## config.mk

```make
export PLATFORM = sky130hd
export DESIGN_NAME = tcmvc_channel
export DESIGN_NICKNAME = d
export VERILOG_FILES = /design/src/tcmvc_pkg.sv /design/src/tcmvc_channel.sv
export SDC_FILE = /design/constraint.sdc
export NUM_CORES = 1
export LEC_CHECK = 0
export BUFFER_PORTS_ARGS = -buffer_cell sky130_fd_sc_hd__buf_4
export CAP_MARGIN = 25
export CORE_UTILIZATION = 50
export CTS_BUF_LIST = sky130_fd_sc_hd__clkbuf_8
export DETAILED_ROUTE_END_ITERATION = 10
export GPL_ROUTABILITY_DRIVEN = 0
export GPL_TIMING_DRIVEN = 0
export PLACE_DENSITY = 0.79
export SYNTH_ARGS = -nofsm -noshare
export SYNTH_HDL_FRONTEND = slang
export SYNTH_SLANG_ARGS = --single-unit
```

## constraint.sdc

```tcl
create_clock -name i_sys_clk -period 6 [get_ports i_sys_clk]
set_clock_uncertainty 0.05 [all_clocks]
set_input_delay 0.3 -clock i_sys_clk [delete_from_list [all_inputs] [get_ports i_sys_clk]]
set_output_delay 0.3 -clock i_sys_clk [all_outputs]
set_load 0.03 [all_outputs]
```

## src/tcmvc_pkg.sv

```systemverilog
// Package for the timer channel mode decoder and value coherency block.
// Assumes a byte-wide register port and a counter supplied from outside.
package tcmvc_pkg;

   // Byte register addresses on the plain register port
   localparam logic [1:0] ADDR_STATUS_CONTROL = 2'h0;
   localparam logic [1:0] ADDR_VALUE_HIGH     = 2'h1;
   localparam logic [1:0] ADDR_VALUE_LOW      = 2'h2;

   // Field positions in channel_status_control
   localparam int SC_FLAG_BIT   = 7;
   localparam int SC_IE_BIT     = 6;
   localparam int SC_MODE_B_BIT = 5;
   localparam int SC_MODE_A_BIT = 4;
   localparam int SC_ELS_B_BIT  = 3;
   localparam int SC_ELS_A_BIT  = 2;

   // Reset values
   localparam logic [15:0] VALUE_RESET = 16'h0000;
   localparam logic [7:0]  BYTE_ZERO   = 8'h00;

   // Edge/level select encodings
   localparam logic [1:0] ELS_OFF     = 2'h0;
   localparam logic [1:0] ELS_RISE    = 2'h1;
   localparam logic [1:0] ELS_FALL    = 2'h2;
   localparam logic [1:0] ELS_BOTH    = 2'h3;

   // Clock source select meaning counter stopped
   localparam logic [1:0] CLKS_STOPPED = 2'h0;

   // Free-running terminal count and the count just below it
   localparam logic [15:0] FREE_TOP      = 16'hFFFF;
   localparam logic [15:0] FREE_TOP_LESS = 16'hFFFE;
   localparam logic [15:0] ONE_16        = 16'h0001;

   // Channel operating modes, one-hot
   typedef enum logic [4:0] {
      CH_RELEASED = 5'h01,
      CH_CAPTURE  = 5'h02,
      CH_COMPARE  = 5'h04,
      CH_EDGE_ALIGNED_PWM     = 5'h08,
      CH_CENTER_ALIGNED_PWM     = 5'h10
   } tcmvc_mode_type;

endpackage : tcmvc_pkg

```

## src/tcmvc_channel.sv

```systemverilog
// Single timer channel: mode decode, pin control, capture, compare and PWM
// output, and byte-coherent access to the 16-bit channel value.
// Assumes the counter, modulo and clock select live in the timer core and
// arrive as inputs synchronous to i_sys_clk.
//
// Summary of operation
// Mode A picks capture or compare
// Software keeps pin stable before capture
// Select bits zero release the pin
// Capture on rising, falling or both edges
// Compare toggles, clears or sets pin
// Mode B gives edge-aligned PWM polarity
// Center-aligned bit forces center-aligned PWM
// Value holds capture or compare, resets zero
// Byte read latches both bytes until other
// Control write unlatches read buffer
// Value writes ignored during capture
// Debug freezes read latch, reads live
// Both bytes written transfer as one
// Stopped counter loads on second byte
// Compare loads on next counter increment
// PWM loads at modulo minus one step
// Control write clears partial write sequence
// Debug writes bypass buffer, latch frozen
// Pending sequence survives debug direct writes
// Active edge copies counter into value
// Flag on event, not at 0%/100%
// Clock select zero means counter stopped
// Unlisted combos map to nearest mode
`timescale 1ns/1ps

module tcmvc_channel (
   input  wire logic        i_sys_clk,
   input  wire logic        i_rstn,
   // Register port
   input  wire logic [1:0]  i_addr,
   input  wire logic [7:0]  i_wdata,
   input  wire logic        i_wr,
   input  wire logic        i_rd,
   output logic      [7:0]  o_rdata,
   // Timer core context
   input  wire logic        i_center_aligned_select,
   input  wire logic [1:0]  i_clock_source,
   input  wire logic [15:0] i_counter,
   input  wire logic        i_count_tick,
   input  wire logic        i_count_down,
   input  wire logic [15:0] i_modulo,
   input  wire logic        i_debug_halt_mode,
   // Channel pin
   input  wire logic        i_pin,
   output logic             o_pin,
   output logic             o_pin_oe,
   output logic             o_pin_claim,
   // Status
   output logic             o_channel_event_flag,
   output logic             o_channel_int_enable,
   output logic [15:0]      o_channel_value
);

   // Mode decode shared by pin control and the value path
   function automatic tcmvc_pkg::tcmvc_mode_type decode_mode(
      input logic       cas,
      input logic       mb,
      input logic       ma,
      input logic [1:0] els
   );
      tcmvc_pkg::tcmvc_mode_type m;
      m = tcmvc_pkg::CH_RELEASED;
      if (els == tcmvc_pkg::ELS_OFF) begin
         m = tcmvc_pkg::CH_RELEASED;
      end else if (cas) begin
         m = tcmvc_pkg::CH_CENTER_ALIGNED_PWM;
      end else if (mb) begin
         m = tcmvc_pkg::CH_EDGE_ALIGNED_PWM;
      end else if (ma) begin
         m = tcmvc_pkg::CH_COMPARE;
      end else begin
         m = tcmvc_pkg::CH_CAPTURE;
      end
      return m;
   endfunction

   // Control fields
   logic        flag_q;
   logic        ie_q;
   logic        mode_b_q;
   logic        mode_a_q;
   logic [1:0]  els_q;
   logic        clear_armed_q;
   // Value and coherency state
   logic [15:0] value_q;
   logic [15:0] rbuf_q;
   logic        rlatched_q;
   logic        rfirst_high_q;
   logic [7:0]  wbuf_high_q;
   logic [7:0]  wbuf_low_q;
   logic        wgot_high_q;
   logic        wgot_low_q;
   logic        wpending_q;
   // Pin and output state
   logic        pin_prev_q;
   logic        out_q;
   logic [7:0]  rdata_q;

   tcmvc_pkg::tcmvc_mode_type mode;
   logic        sc_wr;
   logic        sc_rd;
   logic        vh_wr;
   logic        vl_wr;
   logic        vh_rd;
   logic        vl_rd;
   logic        debug;
   logic        stopped;
   logic        is_pwm;
   logic        rise;
   logic        fall;
   logic        capture_hit;
   logic [15:0] top;
   logic [15:0] top_less;
   logic        match;
   logic        period_start;
   logic        pwm_edge_duty;
   logic        compare_flag;
   logic        flag_event;
   logic        seq_done;
   logic [15:0] seq_value;
   logic        load_now;
   logic        load_pending;

   // Access decode
   assign sc_wr   = i_wr && (i_addr == tcmvc_pkg::ADDR_STATUS_CONTROL);
   assign sc_rd   = i_rd && (i_addr == tcmvc_pkg::ADDR_STATUS_CONTROL);
   assign vh_wr   = i_wr && (i_addr == tcmvc_pkg::ADDR_VALUE_HIGH);
   assign vl_wr   = i_wr && (i_addr == tcmvc_pkg::ADDR_VALUE_LOW);
   assign vh_rd   = i_rd && (i_addr == tcmvc_pkg::ADDR_VALUE_HIGH);
   assign vl_rd   = i_rd && (i_addr == tcmvc_pkg::ADDR_VALUE_LOW);
   assign debug   = i_debug_halt_mode;
   assign stopped = (i_clock_source == tcmvc_pkg::CLKS_STOPPED);

   // Current channel mode
   assign mode   = decode_mode(i_center_aligned_select, mode_b_q, mode_a_q, els_q);
   assign is_pwm = (mode == tcmvc_pkg::CH_EDGE_ALIGNED_PWM) || (mode == tcmvc_pkg::CH_CENTER_ALIGNED_PWM);

   // Pin edge detection for capture
   assign rise        = i_pin && !pin_prev_q;
   assign fall        = !i_pin && pin_prev_q;
   always_comb begin
      capture_hit = 1'b0;
      if (mode == tcmvc_pkg::CH_CAPTURE) begin
         unique case (els_q)
            tcmvc_pkg::ELS_RISE: capture_hit = rise;
            tcmvc_pkg::ELS_FALL: capture_hit = fall;
            tcmvc_pkg::ELS_BOTH: capture_hit = rise || fall;
            default:             capture_hit = 1'b0;
         endcase
      end
   end

   // Terminal count: modulo, or free-running when modulo is zero
   assign top      = (i_modulo == 16'h0000) ? tcmvc_pkg::FREE_TOP : i_modulo;
   assign top_less = (i_modulo == 16'h0000) ? tcmvc_pkg::FREE_TOP_LESS
                                            : 16'(i_modulo - tcmvc_pkg::ONE_16);

   // Compare match taken as the counter leaves the matching count
   assign match        = i_count_tick && !stopped && (i_counter == value_q);
   assign period_start = i_count_tick && !stopped && (i_counter == top) && !i_count_down;
   // Duty strictly between 0% and 100%
   assign pwm_edge_duty = (value_q != 16'h0000) && (value_q <= top);
   assign compare_flag  = match && (!is_pwm || pwm_edge_duty);
   assign flag_event    = capture_hit ||
                          (compare_flag && (mode != tcmvc_pkg::CH_CAPTURE) &&
                           (mode != tcmvc_pkg::CH_RELEASED));

   // Pin ownership: timer drives only in output modes
   assign o_pin_claim = (mode != tcmvc_pkg::CH_RELEASED);
   assign o_pin_oe    = (mode == tcmvc_pkg::CH_COMPARE) || is_pwm;
   assign o_pin       = out_q;
   assign o_rdata     = rdata_q;
   assign o_channel_event_flag = flag_q;
   assign o_channel_int_enable = ie_q;
   assign o_channel_value      = value_q;

   // Previous pin sample for edge detection
   always_ff @(posedge i_sys_clk or negedge i_rstn) begin
      if (!i_rstn) begin
         pin_prev_q <= 1'b0;
      end else begin
         pin_prev_q <= i_pin;
      end
   end

   // Control bits of channel_status_control
   always_ff @(posedge i_sys_clk or negedge i_rstn) begin
      if (!i_rstn) begin
         ie_q     <= 1'b0;
         mode_b_q <= 1'b0;
         mode_a_q <= 1'b0;
         els_q    <= tcmvc_pkg::ELS_OFF;
      end else if (sc_wr) begin
         ie_q     <= i_wdata[tcmvc_pkg::SC_IE_BIT];
         mode_b_q <= i_wdata[tcmvc_pkg::SC_MODE_B_BIT];
         mode_a_q <= i_wdata[tcmvc_pkg::SC_MODE_A_BIT];
         els_q    <= {i_wdata[tcmvc_pkg::SC_ELS_B_BIT], i_wdata[tcmvc_pkg::SC_ELS_A_BIT]};
      end
   end

   // Event flag: set wins, clear needs a read while set then write of 0
   always_ff @(posedge i_sys_clk or negedge i_rstn) begin
      if (!i_rstn) begin
         flag_q        <= 1'b0;
         clear_armed_q <= 1'b0;
      end else if (flag_event) begin
         flag_q        <= 1'b1;
         clear_armed_q <= 1'b0;
      end else if (sc_wr && clear_armed_q && !i_wdata[tcmvc_pkg::SC_FLAG_BIT]) begin
         flag_q        <= 1'b0;
         clear_armed_q <= 1'b0;
      end else if (sc_rd && flag_q) begin
         clear_armed_q <= 1'b1;
      end
   end

   // Capture read coherency latch
   always_ff @(posedge i_sys_clk or negedge i_rstn) begin
      if (!i_rstn) begin
         rbuf_q        <= tcmvc_pkg::VALUE_RESET;
         rlatched_q    <= 1'b0;
         rfirst_high_q <= 1'b0;
      end else if (sc_wr) begin
         rlatched_q <= 1'b0;
      end else if (!debug && (mode == tcmvc_pkg::CH_CAPTURE) && (vh_rd || vl_rd)) begin
         if (!rlatched_q) begin
            rbuf_q        <= value_q;
            rlatched_q    <= 1'b1;
            rfirst_high_q <= vh_rd;
         end else if (vh_rd != rfirst_high_q) begin
            rlatched_q <= 1'b0;
         end
      end
   end

   // Read data, valid only in the cycle after the read strobe
   always_ff @(posedge i_sys_clk or negedge i_rstn) begin
      if (!i_rstn) begin
         rdata_q <= tcmvc_pkg::BYTE_ZERO;
      end else if (sc_rd) begin
         rdata_q <= {flag_q, ie_q, mode_b_q, mode_a_q, els_q, 2'h0};
      end else if (vh_rd) begin
         // Buffered copy only while latched outside debug
         rdata_q <= (rlatched_q && !debug && (mode == tcmvc_pkg::CH_CAPTURE))
                    ? rbuf_q[15:8] : value_q[15:8];
      end else if (vl_rd) begin
         rdata_q <= (rlatched_q && !debug && (mode == tcmvc_pkg::CH_CAPTURE))
                    ? rbuf_q[7:0] : value_q[7:0];
      end else begin
         rdata_q <= tcmvc_pkg::BYTE_ZERO;
      end
   end

   // Write sequence completes on the second of the two bytes
   assign seq_done  = !debug && (mode != tcmvc_pkg::CH_CAPTURE) && !sc_wr &&
                      ((vh_wr && wgot_low_q) || (vl_wr && wgot_high_q));
   assign seq_value = {vh_wr ? i_wdata : wbuf_high_q, vl_wr ? i_wdata : wbuf_low_q};

   // Deferred load timing depends on clock and mode
   always_comb begin
      load_pending = 1'b0;
      if (wpending_q) begin
         if (stopped) begin
            load_pending = 1'b1;
         end else if (mode == tcmvc_pkg::CH_COMPARE) begin
            load_pending = i_count_tick;
         end else if (is_pwm) begin
            load_pending = i_count_tick && !i_count_down &&
                           (i_counter == top_less);
         end else begin
            load_pending = 1'b0;
         end
      end
   end
   assign load_now = seq_done && stopped;

   // Write buffer and its latches, frozen in debug
   always_ff @(posedge i_sys_clk or negedge i_rstn) begin
      if (!i_rstn) begin
         wbuf_high_q <= tcmvc_pkg::BYTE_ZERO;
         wbuf_low_q  <= tcmvc_pkg::BYTE_ZERO;
         wgot_high_q <= 1'b0;
         wgot_low_q  <= 1'b0;
         wpending_q  <= 1'b0;
      end else if (sc_wr) begin
         wgot_high_q <= 1'b0;
         wgot_low_q  <= 1'b0;
         if (load_pending) begin
            wpending_q <= 1'b0;
         end
      end else if (seq_done) begin
         wbuf_high_q <= seq_value[15:8];
         wbuf_low_q  <= seq_value[7:0];
         wgot_high_q <= 1'b0;
         wgot_low_q  <= 1'b0;
         wpending_q  <= !stopped;
      end else begin
         if (!debug && (mode != tcmvc_pkg::CH_CAPTURE)) begin
            if (vh_wr) begin
               wbuf_high_q <= i_wdata;
               wgot_high_q <= 1'b1;
            end
            if (vl_wr) begin
               wbuf_low_q <= i_wdata;
               wgot_low_q <= 1'b1;
            end
         end
         if (load_pending) begin
            wpending_q <= 1'b0;
         end
      end
   end

   // Channel value register
   always_ff @(posedge i_sys_clk or negedge i_rstn) begin
      if (!i_rstn) begin
         value_q <= tcmvc_pkg::VALUE_RESET;
      end else if (capture_hit) begin
         value_q <= i_counter;
      end else if (load_now) begin
         value_q <= seq_value;
      end else if (load_pending) begin
         value_q <= {wbuf_high_q, wbuf_low_q};
      end else if (debug && (mode != tcmvc_pkg::CH_CAPTURE)) begin
         // Direct byte writes while halted
         if (vh_wr) begin
            value_q[15:8] <= i_wdata;
         end
         if (vl_wr) begin
            value_q[7:0] <= i_wdata;
         end
      end
   end

   // Output level for compare and PWM
   always_ff @(posedge i_sys_clk or negedge i_rstn) begin
      if (!i_rstn) begin
         out_q <= 1'b0;
      end else begin
         unique case (mode)
            tcmvc_pkg::CH_COMPARE: begin
               if (match) begin
                  unique case (els_q)
                     tcmvc_pkg::ELS_RISE: out_q <= !out_q;
                     tcmvc_pkg::ELS_FALL: out_q <= 1'b0;
                     tcmvc_pkg::ELS_BOTH: out_q <= 1'b1;
                     default:             out_q <= out_q;
                  endcase
               end
            end
            tcmvc_pkg::CH_EDGE_ALIGNED_PWM: begin
               // High-true for 10, low-true for X1
               if (match && (value_q != 16'h0000)) begin
                  out_q <= els_q[0];
               end else if (period_start) begin
                  out_q <= (value_q == 16'h0000) ? els_q[0] : !els_q[0];
               end
            end
            tcmvc_pkg::CH_CENTER_ALIGNED_PWM: begin
               if (match && !i_count_down) begin
                  out_q <= els_q[0];
               end else if (match && i_count_down) begin
                  out_q <= !els_q[0];
               end
            end
            tcmvc_pkg::CH_RELEASED,
            tcmvc_pkg::CH_CAPTURE: begin
               out_q <= out_q;
            end
         endcase
      end
   end

endmodule // tcmvc_channel

```

==> results.toml, run 1 <==
[sta]
rsz0062_at_grt = "no"
tightestPinTransition_ns = 0.8885
final.setup.tns_ns = 0
setup_viol = 0
max_freq_ghz = 0.2238
period_share = 0.7449
drv_slew = 0
finalHoldViolations = 0
fin_crit_ns = 4.469
fin_ws_ns = 1.531
relSlewSlack = 0.4077

[logic_synthesis]
yosysMostFrequentCell = "dfrtp_1"
syn_nets = 658
syn_inst = 581
synth_top_area_frac = 0.3313
yosysSeqAreaShare = 0.3313
synth_cell_type_count = 63
synth-main-ff-cell = "dfrtp_1"
avgSynthCellArea_sq_um = 9.101
synth_warnings = 0
synthTopCellsByArea = "dfrtp_1 33%, mux2_2 7.7%, ha_1 5.7%"
synth_edf_count = 0
netlist_area_sq_um = 5288
synth_seq_cells = 70
yosys.area.top_type = "dfrtp_1"
synth_common_cells = "70 x dfrtp_1, 52 x nand2_1, 43 x nor2_1, 36 x mux2_2, 30 x o21ai_0"
async_flop_share = 1.000

[route]
vias_per_cell = 6.183
wirelength_um = 15120
drt_first_iter_violations = 469
drt.antenna.violating_nets = 0
wl_per_cell_um = 18.82
drc = 0
first_pass_iters = 5
vias = 4965

[clocking]
cts_resized = 0
path_clk_slew_ns = 0.08
cts.sinks = 70
clock_latency_ns = 0.35
cts_hold_buf = 0
h-tree-depth = 3
cts_buffers = 9
post-cts-setup-buffers = 0
cts_tree = "yes"
clock_path_buffers = 2
cts-root-buf = "clkbuf_8"

[critical_path]
cp_max_fo = 10
rrSetupSlack_ns = 2.23
crit_chain = "buf_4 -> inv_1 -> ha_1 -> nor3b_1 -> nand3_1 -> nor4_1 -> clkbuf_1 -> nor2_1 -> ha_1 -> nor2b_1 -> o21a_1 -> o21a_1 -> o21a_1 -> o21a_1 -> o21a_1 -> o21a_1 -> o21ai_0 -> a211oi_1 -> o21a_1"
crit_top_cell = "o21a_1"
cp-startpoint = "i_modulo[0]"
crit_type = "in -> reg"
reg2reg_from = "els_q[0]"
critPathCaptureType = "flip-flop"
critPathBufInv = 3
cp.required_ns = 6.19
cp_slowest_cell = "nor4_1"
max_stage_delay_ns = 0.75
cp-start-kind = "primary input"
crit_family = "simple AND/OR/NAND/NOR gates"
critPathArrivalTime_ns = 4.66

[hold_path]
hp-class = "in -> async"

[layout]
finish.utilization = 0.5993
drive_above_1_share = 0.2039
antenna_cells = 0
final_nets = 739
area_delta_synth_final_pct = 16.49

[floorplan]
row_count = 37
die_h_um = 104.8
die_area_sq_um = 10990
initial_core_util = 0.5145
coreArea_sq_um = 10280
ios = 82
die_w_um = 104.8

[pwr]
p_leak_nw = 2.824
power.density_nw_per_um2 = 330.0
vdd_ir_drop_max_mv = 0.2744

[placed_design]
place_ws_ns = 1.274
dp.final_hpwl_um = 11520
portBuffers = 69

[grt]
grt_pass1_wl_um = 24210
grt_use_total = 0.2812
antenna_found_initial = 0
grt_pass1_vias = 4635
grt-ovfl-total = 0
grt_max_degree = 71

[flow_run]
drv_cap = 0

[outcome]
outcome = "completed"
path summary, 6_finish.rpt:
| path | endpoint | cells past startpoint |
|---|---|---|
| setup / recovery | clear_armed_q | 19 |
| hold / removal | rbuf_q[2] | 1 |
| setup reg to reg | o_channel_value[5] | 10 |
| hold reg to reg | rbuf_q[0] | 2 |
| max in group asynchronous | mode_b_q | 1 |
| min in group i_sys_clk | pin_prev_q | 1 |
area by class of cell:
cell class	instances	area [sq um]
clock buffer	10	137.6
tap	136	170.2
multi-input combinational	466	3366
clock inverter	6	38.79
inverter	17	63.81
fill	886	4118
timing repair buffer	70	525.5
sequential	70	1752
buffer	28	106.4
layer usage:
layer / vias to the layer above / routed length [um] / track usage
met5: - / 0 / 0
met4: 0 / 309 / 0.09557
met3: 22 / 1030 / 0.04242
met2: 242 / 7210 / 0.4570
met1: 2426 / 6566 / 0.3829
li1: 2275 / - / -
power by group:
group	switching [mW]	internal (mW)	total, mW	leakage (nW)
sequential	0.219	0.619	0.839	0.885
combinational	0.467	0.387	0.854	1.85
clock	0.180	0.160	0.340	0.0934
total	0.866	1.17	2.03	2.82
per-stage QoR:
| step | power (mW) | hold slack [ns] | instances | instance area, sq um |
|---|---|---|---|---|
| 2_1_floorplan | 1.335 | -0.04559 | 581 | 5288 |
| 3_3_place_gp | 1.636 | 0.3772 | 786 | 5976 |
| 3_5_place_dp | 1.678 | 0.3839 | 786 | 5976 |
| 4_1_cts | 2.020 | 0.01891 | 802 | 6152 |
| 5_1_grt | 2.147 | 0.01002 | 803 | 6160 |
| 6_report | 2.033 | 0.01483 | 803 | 6160 |
layout by cell type (no fill, tap or decap), types with 3 or more instances in the layout:
master / netlist / layout
buf_4: 0 / 70
nor2b_1: 5 / 5
a22o_1: 8 / 8
o21ai_1: 9 / 9
nor4_1: 16 / 16
mux2i_1: 20 / 20
a21oi_1: 25 / 25
mux2_1: 17 / 17
nor3b_1: 4 / 4
nand3_1: 22 / 22
or3_1: 7 / 7
o31ai_1: 3 / 3
nor3_1: 12 / 12
mux2_2: 36 / 36
o21ai_0: 30 / 30
ha_1: 24 / 24
o21a_1: 8 / 8
clkbuf_1: 23 / 23
dfrtp_1: 70 / 70
xnor2_1: 11 / 11
nand2_1: 52 / 52
or4_1: 3 / 3
nand2b_1: 7 / 7
inv_1: 17 / 18
xor2_1: 25 / 25
nand3b_1: 4 / 4
a21o_1: 10 / 10
and2_1: 6 / 6
clkbuf_8: 0 / 10
buf_1: 4 / 4
o22ai_1: 13 / 13
nand4_1: 9 / 9
nor2_1: 43 / 43
state kept, by name (all words and copies together), names as in the netlist, 2 cells and up:
signal	flops
els_q	2
o_channel_value	16
o_rdata	8
rbuf_q	16
wbuf_high_q	8
wbuf_low_q	8
cell families after synthesis:
family | after synthesis | share of synthesized area
compound gates | 131 | 0.1697
xor+xnor | 38 | 0.06838
fa+ha+maj | 24 | 0.05679
buf+inv | 45 | 0.03218
flops | 70 | 0.3313
mux | 73 | 0.1507
simple gates | 200 | 0.1910
Power figures use the tool's default switching activity.
==> inputs of run 2 (changes only) <==
clock period = 4.6 ns   (was 6 ns; I/O delays follow)
==> results.toml, run 2 (same netlist as run 1, synthesis figures left out) <==
[pwr]
vdd_ir_drop_max_mv = 0.3577
power.density_nw_per_um2 = 429.1
p_leak_nw = 2.833

[hold_path]
hp-start = "i_wdata[0]"
hp-class = "in -> reg"
hold_path_depth = 2
hold_end = "wbuf_high_q[0]"

[critical_path]
reg2reg_from = "els_q[0]"
cp_slowest_cell = "nor3b_1"
critPathCaptureType = "flip-flop"
crit_type = "in -> reg"
critPathArrivalTime_ns = 4.43
cp.required_ns = 4.79
rrSetupSlack_ns = 0.82
cp-start-kind = "primary input"
r2r_cells = 10
cp_max_fo = 10
crit_chain = "buf_4 -> inv_1 -> ha_1 -> nor3b_1 -> nand3_1 -> nor3_1 -> buf_2 -> buf_1 -> nor2_1 -> ha_1 -> a21o_1 -> a21o_1 -> a21o_1 -> a21oi_1 -> nor2b_1 -> o21ai_0 -> nand2b_1 -> a21oi_1 -> a211oi_1 -> o21a_1"
reg2reg_to = "o_channel_value[5]"
max_stage_delay_ns = 0.42
crit_top_cell = "a21o_1"

[sta]
period_share = 0.9219
fin_ws_ns = 0.3592
tightestPinTransition_ns = 0.8808
relSlewSlack = 0.4128
fin_crit_ns = 4.241
timing.hold.ws_ns = 0.09450
max_freq_ghz = 0.2358
finalHoldViolations = 0
rsz0062_at_grt = "no"
drv_slew = 0
setup_viol = 0
final.setup.tns_ns = 0

[route]
vias_per_cell = 6.230
drt_first_iter_violations = 448
vias = 5015
wl_per_cell_um = 18.86
first_pass_iters = 5
drt.antenna.violating_nets = 0
drc = 0
wirelength_um = 15180

[grt]
grt_max_degree = 71
antenna_found_initial = 0
grt-ovfl-total = 0
grt_pass1_wl_um = 24210
grt_use_total = 0.2812
grt_pass1_vias = 4635

[clocking]
cts-root-buf = "clkbuf_8"
clock_latency_ns = 0.35
cts_buffers = 9
clock_path_buffers = 2
cts.sinks = 70
h-tree-depth = 3
cts_tree = "yes"
path_clk_slew_ns = 0.08

[placed_design]
portBuffers = 69
dp.final_hpwl_um = 11520
place_ws_ns = -0.05609
placed_area_sq_um = 5976

[floorplan]
die_h_um = 104.8
row_count = 37
die_area_sq_um = 10990
initial_core_util = 0.5145
coreArea_sq_um = 10280
die_w_um = 104.8
ios = 82

[layout]
drive_above_1_share = 0.2048
area_delta_synth_final_pct = 16.99
stdcell_area_sq_um = 6186
fill_cells = 885
antenna_cells = 0
mostFrequentLayoutCells = "70 x dfrtp_1, 70 x buf_4, 52 x nand2_1, 43 x nor2_1, 36 x mux2_2"
final_nets = 741
finish.utilization = 0.6019

[flow_run]
drv_cap = 0

[outcome]
outcome = "completed"
-- run 2: cell count changes in the layout (fill, tap and decap cells not counted) --
cell | before | now
dlygate4sd3_1 | 0 | 2
nor4_1 | 16 | 15
nor4_2 | 0 | 1
-- run 2: worst max-delay path by stage --
stage | start | to
floorplan | i_modulo[0] | clear_armed_q
CTS | i_modulo[0] | clear_armed_q
finish | i_modulo[0] | clear_armed_q
global placement | i_modulo[0] | clear_armed_q
global route | i_modulo[0] | clear_armed_q
detailed placement | i_modulo[0] | clear_armed_q
-- run 2: metrics by stage --
step                power (mW)  instances
floorplan                1.741        581
global placement         2.134        786
detailed placement       2.189        786
CTS                      2.636        804
global route             2.802        805
finish                   2.654        805
-- run 2: worst max-delay path, delay by kind of cell --
| family | cells | cell delay [ns] |
|---|---|---|
| AOI/OAI and AO/OA | 8 | 1.39 |
| and+or+nand+nor | 6 | 1.36 |
| buffers and inverters | 4 | 0.92 |
| adders and majority gates | 2 | 0.52 |
-- run 2: final cells by class --
type / count / area (sq um) / area share
plain buffers: 28 / 106.4 / 0.01719
clock buffers: 10 / 137.6 / 0.02225
clock inverters: 6 / 38.79 / 0.006270
inverters: 17 / 63.81 / 0.01032
multi-input cells: 466 / 3372 / 0.5451
flip-flops and latches: 70 / 1752 / 0.2832
well taps: 136 / 170.2 / 0.02751
repair buffers: 72 / 545.5 / 0.08819
-- run 2: routing by layer --
layer / wire, um / GRT usage
met1: 6501 / 0.3829
met2: 7241 / 0.4570
met3: 1139 / 0.04242
met4: 300 / 0.09557
met5: 0 / 0
-- run 2: repair_timing --
| item | CTS | global route |
|---|---|---|
| hold buffers | 2 | 0 |
| gates resized for setup | 0 | 1 |
| setup endpoints to repair | 0 | 2 |
| endpoints found under the hold margin | 71 | 0 |
| buffers inserted | 0 | 0 |
-- run 2: where the power goes --
group | leakage, nW | total [mW] | internal [mW] | switching (mW)
Sequential | 0.885 | 1.09 | 0.808 | 0.286
Combinational | 1.85 | 1.12 | 0.506 | 0.611
Clock | 0.0934 | 0.443 | 0.208 | 0.235
==> inputs of run 3 (changes only) <==
==> constraint.sdc (replaced) <==
create_clock -name i_sys_clk -period 4.6 [get_ports i_sys_clk]
set_clock_uncertainty 0.05 [all_clocks]
set_input_delay 0.69 -clock i_sys_clk [delete_from_list [all_inputs] [get_ports i_sys_clk]]
set_output_delay 0.69 -clock i_sys_clk [all_outputs]
set_load 0.03 [all_outputs]
==> results.toml, run 3 (same netlist as run 1, synthesis figures left out) <==
[floorplan]
die_w_um = 104.8
die_h_um = 104.8
row_count = 37
coreArea_sq_um = 10280
initial_core_util = 0.5145
ios = 82
die_area_sq_um = 10990

[critical_path]
crit_top_cell = "o21a_1"
rrSetupSlack_ns = 0.84
crit_family = "compound AO/OA/AOI/OAI gates"
cp_slowest_cell = "clkbuf_1"
r2r_cells = 10
crit_type = "in -> reg"
cp_max_fo = 10
max_stage_delay_ns = 0.39
reg2reg_to = "o_channel_value[5]"
critPathArrivalTime_ns = 4.47
crit_chain = "buf_4 -> inv_1 -> ha_1 -> nor3b_2 -> nand3_2 -> nor4_4 -> clkbuf_1 -> nor2_1 -> ha_1 -> nor2b_1 -> o21a_1 -> o21a_1 -> o21a_1 -> o21a_1 -> o21a_1 -> o21a_1 -> o21ai_0 -> a211oi_1 -> o21a_1"
critPathBufInv = 3
critPathCaptureType = "flip-flop"
reg2reg_from = "els_q[0]"
cp.required_ns = 4.78
cp-start-kind = "primary input"

[route]
wl_met1_um = 6481
wirelength_um = 15100
maxUsedRoutingLayer = "met4"
met3_length_um = 1126
vias = 4964
drc = 0
vias_per_cell = 6.182
drt_first_iter_violations = 443
wl_per_cell_um = 18.80
met2_length_um = 7143
drt.antenna.violating_nets = 0
first_pass_iters = 5

[layout]
mostFrequentLayoutCells = "70 x dfrtp_1, 70 x buf_4, 52 x nand2_1, 43 x nor2_1, 36 x mux2_2"
area_delta_synth_final_pct = 16.99
drive_above_1_share = 0.2099
final_nets = 739
antenna_cells = 0
final_cells = 803
fill_cells = 881

[clocking]
h-tree-depth = 3
cts_tree = "yes"
cts_buffers = 9
clock_path_buffers = 2
cts.sinks = 70
post-cts-setup-buffers = 0
cts_resized = 1
clock_latency_ns = 0.35
cts-root-buf = "clkbuf_8"
path_clk_slew_ns = 0.08
cts_hold_buf = 0

[pwr]
vdd_ir_drop_max_mv = 0.3578
power.density_nw_per_um2 = 428.5
p_leak_nw = 2.833
p_total_mw = 2.651

[sta]
tightestPinTransition_ns = 0.8843
drv_slew = 0
finalHoldViolations = 0
setup_viol = 0
period_share = 0.9324
timing.hold.ws_ns = 0.4045
relSlewSlack = 0.4105
rsz0062_at_grt = "no"
final.setup.tns_ns = 0
max_freq_ghz = 0.2331
fin_crit_ns = 4.289

[placed_design]
dp.final_hpwl_um = 11520
portBuffers = 69
dpl.cell_count = 786

[grt]
grt_use_total = 0.2812
grt_pass1_vias = 4635
grt_max_degree = 71
grt_pass1_wl_um = 24210
antenna_found_initial = 0
grt-ovfl-total = 0

[hold_path]
hp-class = "in -> async"

[outcome]
outcome = "completed"

[flow_run]
drv_cap = 0
==> run 3: layout make-up <==
cell class / count / area (sq um) / area share
multi-input combinational: 466 / 3391 / 0.5481
sequential: 70 / 1752 / 0.2832
timing repair buffer: 70 / 525.5 / 0.08495
tap: 136 / 170.2 / 0.02751
clock buffer: 10 / 137.6 / 0.02225
buffer: 28 / 107.6 / 0.01739
inverter: 17 / 63.81 / 0.01032
clock inverter: 6 / 38.79 / 0.006270
==> run 3: stage by stage <==
stage | worst slack [ns] | area [sq um] | util
2_1_floorplan | 0.4059 | 5288 | -
3_3_place_gp | -0.3822 | 5976 | 0.5814
3_5_place_dp | -0.5161 | 5976 | 0.5814
4_1_cts | 0.03389 | 6158 | 0.5992
5_1_grt | 0.03962 | 6186 | 0.6019
6_report | 0.3109 | 6186 | 0.6019
==> run 3: worst max path at each step <==
stage | startpoint | endpoint | cells past startpoint
5_1_grt | i_modulo[0] | clear_armed_q | 19
3_5_place_dp | i_modulo[0] | clear_armed_q | 19
6_report | i_modulo[0] | clear_armed_q | 19
4_1_cts | i_modulo[0] | clear_armed_q | 19
3_3_place_gp | i_modulo[0] | clear_armed_q | 19
2_1_floorplan | i_modulo[0] | clear_armed_q | 18
==> run 3: per-layer routing <==
| layer | up-vias | track usage |
|---|---|---|
| met2 | 256 | 0.4570 |
| li1 | 2282 | - |
| met5 | - | 0 |
| met1 | 2398 | 0.3829 |
| met4 | 0 | 0.09557 |
| met3 | 28 | 0.04242 |
==> run 3: where the power goes <==
| part | total, mW | switching (mW) | internal [mW] | leakage (nW) |
|---|---|---|---|---|
| logic | 1.12 | 0.613 | 0.505 | 1.85 |
| registers | 1.09 | 0.283 | 0.808 | 0.885 |
| clock network | 0.441 | 0.233 | 0.208 | 0.0934 |
| total | 2.65 | 1.13 | 1.52 | 2.83 |
